<file path="config.mk">
export PLATFORM = sky130hd
export DESIGN_NAME = zxd_top
export DESIGN_NICKNAME = d
export VERILOG_FILES = /design/src/hdl/zxd_pkg.sv /design/src/hdl/zxd_edge.sv /design/src/hdl/zxd_top.sv
export SDC_FILE = /design/constraint.sdc
export NUM_CORES = 1
export LEC_CHECK = 0
export BUFFER_PORTS_ARGS = -buffer_cell sky130_fd_sc_hd__buf_2
export CAP_MARGIN = 20
export CORE_UTILIZATION = 37
export DETAILED_ROUTE_END_ITERATION = 12
export GPL_TIMING_DRIVEN = 0
export PLACE_DENSITY_LB_ADDON = 0.25
export SYNTH_ARGS = -nofsm -noshare
export SYNTH_HDL_FRONTEND = slang
export SYNTH_HIERARCHICAL = 1
export SYNTH_SLANG_ARGS = --single-unit
</file>
<file path="constraint.sdc">
create_clock -name pclk -period 1.4 [get_ports pclk]
set_clock_uncertainty 0.05 [all_clocks]
set_input_delay 0.14 -clock pclk [delete_from_list [all_inputs] [get_ports pclk]]
set_output_delay 0.14 -clock pclk [all_outputs]
set_load 0.005 [all_outputs]
</file>
<file path="src/hdl/zxd_pkg.sv">
package zxd_pkg;

    // apb geometry
    localparam int ADDR_W = 12;
    localparam int DATA_W = 32;

    // register indices; byte address is four times the index
    localparam logic [ADDR_W-1:0] CTRL_IDX = 12'h21f;
    localparam logic [ADDR_W-1:0] STAT_IDX = 12'h220;
    localparam logic [ADDR_W-1:0] MASK_IDX = 12'h221;
    localparam logic [ADDR_W-1:0] CTRL_ADDR = {CTRL_IDX[ADDR_W-3:0], 2'b00};
    localparam logic [ADDR_W-1:0] STAT_ADDR = {STAT_IDX[ADDR_W-3:0], 2'b00};
    localparam logic [ADDR_W-1:0] MASK_ADDR = {MASK_IDX[ADDR_W-3:0], 2'b00};

    // control register field positions
    localparam int SOFT_EN_BIT = 7;
    localparam int STATE_BIT = 5;
    localparam int INVERT_BIT = 4;
    localparam int RISE_EN_BIT = 1;
    localparam int FALL_EN_BIT = 0;

    // status and mask layout
    localparam int FLAG_BIT = 0;

    // reset values
    localparam logic CTRL_RST = 1'b0;
    localparam logic FLAG_RST = 1'b0;
    localparam logic MASK_RST = 1'b0;
    localparam logic [DATA_W-1:0] RDATA_RST = 32'h0000_0000;

    // software-written control fields
    typedef struct packed {
        logic soft_enable;
        logic invert_select;
        logic rise_irq_enable;
        logic fall_irq_enable;
    } zxd_ctrl_t;

    // edge detector results
    typedef struct packed {
        logic sync_level;
        logic crossing_state;
        logic rise;
        logic fall;
    } zxd_edge_t;

endpackage

</file>
<file path="src/hdl/zxd_edge.sv">
`timescale 1ns/10ps
module zxd_edge
    import zxd_pkg::*;
(
    input wire logic pclk,
    input wire logic presetn,
    input wire logic raw_sink,
    input wire logic invert_select,
    output zxd_edge_t ev
);

    logic meta_q;
    logic sync_q;
    logic out_q;
    logic prev_q;

    // two-flop synchroniser; meta_q feeds sync_q only
    always_ff @(posedge pclk or negedge presetn) begin
        if (!presetn) begin
            meta_q <= 1'b0;
            sync_q <= 1'b0;
        end else begin
            meta_q <= raw_sink;
            sync_q <= meta_q;
        end
    end

    // polarity applied before the edge detectors, so inversion moves edges
    always_ff @(posedge pclk or negedge presetn) begin
        if (!presetn) begin
            out_q <= 1'b0;
            prev_q <= 1'b0;
        end else begin
            out_q <= sync_q ^ invert_select;
            prev_q <= out_q;
        end
    end

    // separate rise and fall detectors on the logic output
    assign ev.sync_level = sync_q;
    assign ev.crossing_state = out_q;
    assign ev.rise = out_q & ~prev_q;
    assign ev.fall = ~out_q & prev_q;

endmodule

</file>
<file path="src/hdl/zxd_top.sv">
// Local design decisions: the address map and the APB slave port.
`timescale 1ns/10ps
// Summary of operation
// - front end sinks above the reference, sources below; input is that direction
// - uninverted, crossing state is 1 while sinking, 0 while sourcing
// - invert select flips the crossing state meaning
// - edge detection looks at the output after inversion
// - crossing state is exported for other peripherals
// - separate rise and fall detectors; events only on output change
// - flag sets on enabled rising or enabled falling edge
// - writing a new invert value makes an edge even when disabled
// - an edge in the clearing cycle keeps the flag set
// - fuse-enabled detector ignores soft enable; else soft enable controls it
// - control register at its index with the documented bit positions
module zxd_top
    import zxd_pkg::*;
(
    input wire logic pclk,
    input wire logic presetn,
    input wire logic psel,
    input wire logic penable,
    input wire logic pwrite,
    input wire logic [ADDR_W-1:0] paddr,
    input wire logic [DATA_W-1:0] pwdata,
    input wire logic [3:0] pstrb,
    output logic [DATA_W-1:0] prdata,
    output logic pready,
    output logic pslverr,
    input wire logic sink_active,
    input wire logic fuse_soft_ctrl,
    output logic detector_active,
    output logic crossing_state,
    output logic irq
);

    zxd_ctrl_t ctrl_q;
    zxd_edge_t ev;
    logic flag_q;
    logic flag_d;
    logic mask_q;
    logic irq_q;
    logic active_q;
    logic pready_q;
    logic pslverr_q;
    logic [DATA_W-1:0] prdata_q;
    logic setup;
    logic wr_en;
    logic hit_ctrl;
    logic hit_stat;
    logic hit_mask;
    logic lane0;
    logic edge_set;
    logic flag_clr;
    logic raw_gated;

    // address decode
    assign hit_ctrl = (paddr == CTRL_ADDR);
    assign hit_stat = (paddr == STAT_ADDR);
    assign hit_mask = (paddr == MASK_ADDR);
    assign lane0 = pstrb[0];

    // setup cycle prepares the answer; access completes one cycle later
    assign setup = psel & ~penable & ~pready_q;
    assign wr_en = psel & penable & pready_q & pwrite & ~pslverr_q;

    // apb handshake: no wait states, answer registered in setup
    always_ff @(posedge pclk or negedge presetn) begin
        if (!presetn) begin
            pready_q <= 1'b0;
            pslverr_q <= 1'b0;
        end else if (setup) begin
            pready_q <= 1'b1;
            pslverr_q <= ~(hit_ctrl | hit_stat | hit_mask);
        end else begin
            pready_q <= 1'b0;
            pslverr_q <= 1'b0;
        end
    end

    // read data; unmapped or write cycles return zero
    always_ff @(posedge pclk or negedge presetn) begin
        if (!presetn) begin
            prdata_q <= RDATA_RST;
        end else if (setup && !pwrite) begin
            prdata_q <= RDATA_RST;
            if (hit_ctrl) begin
                prdata_q[SOFT_EN_BIT] <= ctrl_q.soft_enable;
                prdata_q[STATE_BIT] <= ev.crossing_state;
                prdata_q[INVERT_BIT] <= ctrl_q.invert_select;
                prdata_q[RISE_EN_BIT] <= ctrl_q.rise_irq_enable;
                prdata_q[FALL_EN_BIT] <= ctrl_q.fall_irq_enable;
            end else if (hit_stat) begin
                prdata_q[FLAG_BIT] <= flag_q;
            end else if (hit_mask) begin
                prdata_q[FLAG_BIT] <= mask_q;
            end
        end else if (!setup) begin
            prdata_q <= RDATA_RST; // zero outside an answer keeps it tidy
        end
    end

    // control register; the state bit is read-only and ignored on write
    always_ff @(posedge pclk or negedge presetn) begin
        if (!presetn) begin
            ctrl_q <= '{CTRL_RST, CTRL_RST, CTRL_RST, CTRL_RST};
        end else if (wr_en && hit_ctrl && lane0) begin
            ctrl_q.soft_enable <= pwdata[SOFT_EN_BIT];
            ctrl_q.invert_select <= pwdata[INVERT_BIT];
            ctrl_q.rise_irq_enable <= pwdata[RISE_EN_BIT];
            ctrl_q.fall_irq_enable <= pwdata[FALL_EN_BIT];
        end
    end

    // mask register
    always_ff @(posedge pclk or negedge presetn) begin
        if (!presetn) begin
            mask_q <= MASK_RST;
        end else if (wr_en && hit_mask && lane0) begin
            mask_q <= pwdata[FLAG_BIT];
        end
    end

    // fuse left clear keeps the detector on whatever soft enable says
    always_ff @(posedge pclk or negedge presetn) begin
        if (!presetn) begin
            active_q <= 1'b0;
        end else begin
            active_q <= ~fuse_soft_ctrl | ctrl_q.soft_enable;
        end
    end

    // a disabled detector reads as source active, so only an invert
    // change can move the logic output then
    assign raw_gated = sink_active & active_q;

    zxd_edge u_edge (
        .pclk(pclk),
        .presetn(presetn),
        .raw_sink(raw_gated),
        .invert_select(ctrl_q.invert_select),
        .ev(ev)
    );

    // enabled edges set the flag; invert writes reach here as edges too
    assign edge_set = (ev.rise & ctrl_q.rise_irq_enable) |
                      (ev.fall & ctrl_q.fall_irq_enable);
    assign flag_clr = wr_en & hit_stat & lane0 & pwdata[FLAG_BIT];

    // set wins over a write-one-to-clear in the same cycle
    always_comb begin
        flag_d = flag_q;
        if (flag_clr) begin
            flag_d = 1'b0;
        end
        if (edge_set) begin
            flag_d = 1'b1;
        end
    end

    always_ff @(posedge pclk or negedge presetn) begin
        if (!presetn) begin
            flag_q <= FLAG_RST;
        end else begin
            flag_q <= flag_d;
        end
    end

    // level interrupt while an unmasked status bit is set
    always_ff @(posedge pclk or negedge presetn) begin
        if (!presetn) begin
            irq_q <= 1'b0;
        end else begin
            irq_q <= flag_q & mask_q;
        end
    end

    // outputs straight from flops
    assign prdata = prdata_q;
    assign pready = pready_q;
    assign pslverr = pslverr_q;
    assign detector_active = active_q;
    assign crossing_state = ev.crossing_state;
    assign irq = irq_q;
endmodule

</file>
==> impl_metrics.csv, run 1 <==
group,metric,value,unit
status,status,"finished, violations left",
status,violations,"setup timing",
timing,hold_viol_final,0,
finish,layout-drive-gt1-share,0.491,
die,core_area,2570,µm²
clock_network,clock_latency,0.31,ns
timing,period_share,1.02,
run,drv_cap,0,
timing,slew_violations,0,
grt,use_met2,0.245,
timing,max_freq,0.698,GHz
die,pin_count,92,
grt,grt_pass1_wl,2950,µm
logic_synthesis,syn-cell-area,1040,µm²
detailed_routing,route.detailed.drc,0,
detailed_routing,vias_per_cell,4.26,
worst_setup_path,arrival,1.58,ns
detailed_routing,drt_first_pass_iters,4,
timing,setup_ws,-0.0328,ns
detailed_routing,post_drt_wl_per_cell,10.6,µm
grt,grt_usage,0.143,
power_and_ir_drop,p_per_area,707,nW/µm²
worst_setup_path,critPathLaunchType,"flop",
place,io_buffers,33,
logic_synthesis,avgSynthCellArea,11.5,µm²
finish,num_antenna_cells,0,
timing,setup_viol,10,
worst_setup_path,critPathKind,"flop to flop",
detailed_routing,wirelength,2020,µm
place,gp_congestion,0.732,
timing,rsz0062_at_grt,"yes",
detailed_routing,routed-via-count,814,
grt,grt_max_degree,20,
timing,period_minus_slack,1.43,ns
worst_setup_path,max_stage_delay,0.36,ns
finish,fin_area,1470,µm²
logic_synthesis,yosysWarnings,6,
clock_network,clkTransAtPathRegs,0.11,ns
worst_setup_path,critPathSlowestCell,"dfrtp_1",
detailed_routing,final_antenna_net_count,0,
place,hpwl,1570,µm
worst_setup_path,reg2reg_depth,4,
clock_network,cts_tree,"yes",
die,initial_utilization,0.406,
die,die_width,55.1,µm
finish,nNetsFinal,217,
worst_setup_path,end_kind,"flop",
logic_synthesis,synth_cells,91,
clock_network,cts-buffers-inserted,3,
grt,grt_busiest_layer,"met2",
die,row_count,18,
worst_setup_path,crit_path_max_fanout,4,
grt,grt_overflow_total,0,
grt,antenna_found_initial,0,
finish,area_delta_synth_final,41.2,%
grt,grt_use_met3,0.0383,
die,die_y,55.1,µm
min_path,hp-class,"primary input to flop",
die,dieArea,3040,µm²
place,dpl-instance-area,1340,µm²
power_and_ir_drop,p_leak,0.836,nW
grt,grt_pass1_vias,688,
detailed_routing,drtIter0Drc,5,
power_and_ir_drop,max-vdd-ir-drop,0.464,mV
clock_network,htree_levels,1,
min_path,min_path_cells,2,
grt,use_met1,0.160,
clock_network,clockRootBuffer,"clkbuf_4",
clock_network,cts_sinks,19,
worst_setup_path,crit_chain,"nand4_1 -> nor3b_4 -> nand3_4 -> mux2_4",
clock_network,clock_tree.buffer_depth,2,
worst_setup_path,cp_data_required_time,1.55,ns
timing,fin_setup_tns,-0.150,ns
==> sequential cells by signal, indices dropped and copies added, names as in the netlist <==
register and cells:
u_edge/meta_q 1, u_edge/sync_q 1, prdata 5, pready 1
u_edge/out_q 1, ctrl_q 4, detector_active 1, mask_q 1
irq 1, u_edge/prev_q 1, pslverr 1, flag_q 1
==> critical path: cells and delay by family, from the launching register on <==
kind          cells  cell delay, ns
flops             1            0.36
simple gates      3            0.59
mux               1            0.33
==> cells in the final DEF, fill, tap and decap left out, types with 2 or more instances in the layout <==
cell / instances
nand2_1: 2
a22o_1: 4
conb_1: 27
dlygate4sd3_1: 5
nor2_1: 2
nor3b_4: 2
o21ai_0: 2
and2_1: 4
nand2b_1: 3
mux2_4: 4
nand4_1: 2
nor2b_1: 2
clkbuf_4: 3
dfrtp_1: 19
buf_4: 30
buf_2: 33
==> timing repair <==
action	in CTS	in global routing
hold buffers	5	0
resized for setup	4	3
pin swaps	5	2
gates cloned	0	0
setup endpoints to repair	6	10
buffers inserted	1	1
endpoints found under the hold margin	24	0
==> metal layers <==
metal | part of all wire | vias to the layer above
li1 | - | 402
met1 | 0.41 | 360
met2 | 0.47 | 48
met3 | 0.11 | 4
met4 | 0.013 | 0
met5 | 0 | -
==> report_power, final <==
part,switching [mW],leakage [nW],internal [mW]
combinational,0.0756,0.570,0.105
clock,0.187,0.0139,0.109
sequential,0.00637,0.252,0.559
==> worst paths after layout <==
check	start	to	slack [ns]
hold reg to reg	u_edge/meta_q	u_edge/sync_q	0.32
setup / recovery	pready	ctrl_q[1]	-0.03
setup reg to reg	pready	ctrl_q[1]	-0.03
min in group asynchronous	presetn	u_edge/sync_q	0.23
hold / removal	pwdata[1]	ctrl_q[1]	0.02
max in group asynchronous	presetn	prdata[0]	0.78
==> metrics by stage <==
step	cells	hold slack (ns)	setup slack [ns]	power [mW]	util
5_1_grt	191	0.0166	-0.109	1.11	0.574
3_5_place_dp	180	0.0506	-0.117	0.733	0.523
4_1_cts	190	-0.0282	-0.0723	1.05	0.564
6_report	191	0.0151	-0.0328	1.04	0.574
3_3_place_gp	180	0.0397	-0.0746	0.728	0.523
2_1_floorplan	117	-0.206	0.0348	0.674	-
==> layout make-up <==
cell class                 instances  area [µm²]
multi-input combinational         69         487
fill                             234        1090
inverter                           1        3.75
sequential                        19         475
buffer                            28         210
timing repair buffer              40         230
clock inverter                     1        7.51
clock buffer                       3        22.5
tap                               30        37.5
(Power assumes the default switching activity.)
==> run 2: changes to the inputs <==
Settings changed: SYNTH_HIERARCHICAL 1 to default.
==> impl_metrics.csv, run 2 <==
group,metric,value,unit
status,status,"finished, violations left",
status,violations,"hold timing, setup timing",
logic_synthesis,yosysMostFrequentCell,"buf_4",
clock_network,cts-buffers-inserted,3,
power_and_ir_drop,p_leak,0.820,nW
detailed_routing,route.detailed.drc,0,
detailed_routing,routed-via-count,795,
clock_network,clock_latency,0.30,ns
logic_synthesis,ys_top_cells_by_count,"buf_4, dfrtp_1, mux2_1, a22o_1, and2_1",
finish,area_delta_synth_final,37.3,%
clock_network,clockRootBuffer,"clkbuf_4",
timing,slew_violations,0,
worst_setup_path,critical_path_depth,5,
grt,grt_usage,0.148,
detailed_routing,post_drt_wl_per_cell,10.3,µm
logic_synthesis,synth_xor_area_frac,0.00852,
worst_setup_path,max_stage_delay,0.40,ns
worst_setup_path,crit_path_max_fanout,3,
logic_synthesis,synth_cell_types,27,
timing,hold_viol_final,1,
finish,largest_reg_flops,5,
timing,period_minus_slack,1.44,ns
logic_synthesis,yosys.area.top_type,"dfrtp_1",
worst_setup_path,critPathBufInv,1,
logic_synthesis,syn-cell-area,1030,µm²
logic_synthesis,ys_seq_elements,19,
logic_synthesis,synth_top_family_by_area,"buffers and inverters",
worst_setup_path,reg2reg_depth,5,
detailed_routing,vias_per_cell,4.27,
worst_setup_path,worst_path_most_repeated_cell,"nand4_1",
die,die_width,54.7,µm
place,io_buffers,33,
grt,grt_overflow_total,0,
place,gp_congestion,0.773,
grt,grt_max_degree,20,
clock_network,ctsHoldBuffers,3,
worst_setup_path,end_kind,"flop",
grt,grt_pass1_wl,3130,µm
detailed_routing,drtIter0Drc,1,
die,row_count,18,
finish,layout-drive-gt1-share,0.500,
logic_synthesis,yosysWarnings,0,
grt,antenna_found_initial,0,
logic_synthesis,synth_compound_area_frac,0.0669,
logic_synthesis,yosysSeqAreaShare,0.462,
timing,period_share,1.03,
worst_setup_path,critPathSlowestCell,"dfrtp_1",
logic_synthesis,synth_edf_count,0,
logic_synthesis,synthMuxAreaShare,0.0657,
worst_setup_path,arrival,1.57,ns
worst_setup_path,cp_top_family,"simple AND/OR/NAND/NOR gates",
finish,num_antenna_cells,0,
die,core_area,2540,µm²
detailed_routing,drt_first_pass_iters,3,
finish,final_cell_mix,"buf_2, buf_4, conb_1",
worst_setup_path,crit_chain,"nand4_1 -> nor3b_2 -> buf_4 -> nand4_1 -> mux2_4",
place,place_ws,-0.0811,ns
die,initial_utilization,0.404,
timing,rsz0062_at_grt,"yes",
clock_network,cts_sinks,19,
logic_synthesis,yosys.area_share.simple,0.196,
logic_synthesis,ys_top_cells_by_area,"dfrtp_1, buf_4, mux2_1",
worst_setup_path,critPathKind,"flop to flop",
logic_synthesis,synth_ff_type,"dfrtp_1",
place,hpwl,1500,µm
logic_synthesis,avgSynthCellArea,11.6,µm²
min_path,hp-class,"primary input to flop",
die,pin_count,92,
logic_synthesis,yosys.area_share.adder,0,
logic_synthesis,synth_top_cell_area_share,0.462,
min_path,min_path_cells,2,
clock_network,htree_levels,1,
finish,nNetsFinal,212,
timing,fin_setup_tns,-0.0998,ns
die,die_y,54.7,µm
clock_network,clkTransAtPathRegs,0.10,ns
finish,final_common_cell,"buf_2",
grt,grt_pass1_vias,721,
logic_synthesis,async_reset_ff_frac,1.00,
worst_setup_path,r2r_slack,-0.04,ns
timing,max_freq,0.695,GHz
worst_setup_path,critPathLaunchType,"flop",
power_and_ir_drop,p_per_area,711,nW/µm²
timing,setup_ws,-0.0396,ns
run,drv_cap,0,
power_and_ir_drop,max-vdd-ir-drop,0.630,mV
logic_synthesis,synth_cells,89,
worst_setup_path,cp_data_required_time,1.54,ns
detailed_routing,final_antenna_net_count,0,
clock_network,clock_tree.buffer_depth,2,
detailed_routing,wirelength,1920,µm
timing,timing.hold.ws,-0.00639,ns
die,dieArea,2990,µm²
clock_network,cts_tree,"yes",
timing,setup_viol,8,
## run 2: layout make-up
class	count	area (µm²)
well taps	30	37.5
repair buffers	37	203
clock buffers	3	22.5
fillers	241	1130
multi-input cells	69	467
flip-flops and latches	19	475
clock inverters	1	5.00
plain buffers	27	203
## run 2: cells by family after synthesis
logic type,after synthesis
other,1
buffers and inverters,27
flip-flops,19
AND/OR/NAND/NOR,26
XOR/XNOR,1
multiplexers,6
AO/OA/AOI/OAI,9
## run 2: layer usage
metal / track usage / wire length (µm) / vias to the layer above
li1: - / - / 391
met1: 0.190 / 781 / 367
met2: 0.249 / 988 / 37
met3: 0.0333 / 150 / 0
met4: 0.0342 / 0 / 0
met5: 0 / 0 / -
## run 2: stage by stage
stage | std cells | utilization | power [mW] | instance area, µm²
4_1_cts | 186 | 0.555 | 1.01 | 1410
3_3_place_gp | 178 | 0.522 | 0.724 | 1330
3_5_place_dp | 178 | 0.522 | 0.728 | 1330
6_report | 186 | 0.555 | 1.00 | 1410
5_1_grt | 186 | 0.555 | 1.07 | 1410
2_1_floorplan | 115 | - | 0.669 | 1130
## run 2: power by group
part	internal (mW)	switching, mW	total, mW
Combinational	0.0916	0.0694	0.161
Sequential	0.559	0.00689	0.566
Clock	0.106	0.171	0.277
Total	0.757	0.248	1.00
## run 2: timing repair
item,4_1_cts,5_1_grt
hold endpoints to repair,22,1
endpoints found under the setup margin,9,11
pin swaps,4,1
setup buffers,1,0
gates resized for setup,5,0
## run 2: worst paths after layout
kind	from	end
setup / recovery	pready	mask_q
hold reg to reg	u_edge.meta_q	u_edge.sync_q
min in group asynchronous	presetn	u_edge.meta_q
max in group asynchronous	presetn	irq
setup reg to reg	pready	mask_q
hold / removal	penable	pready
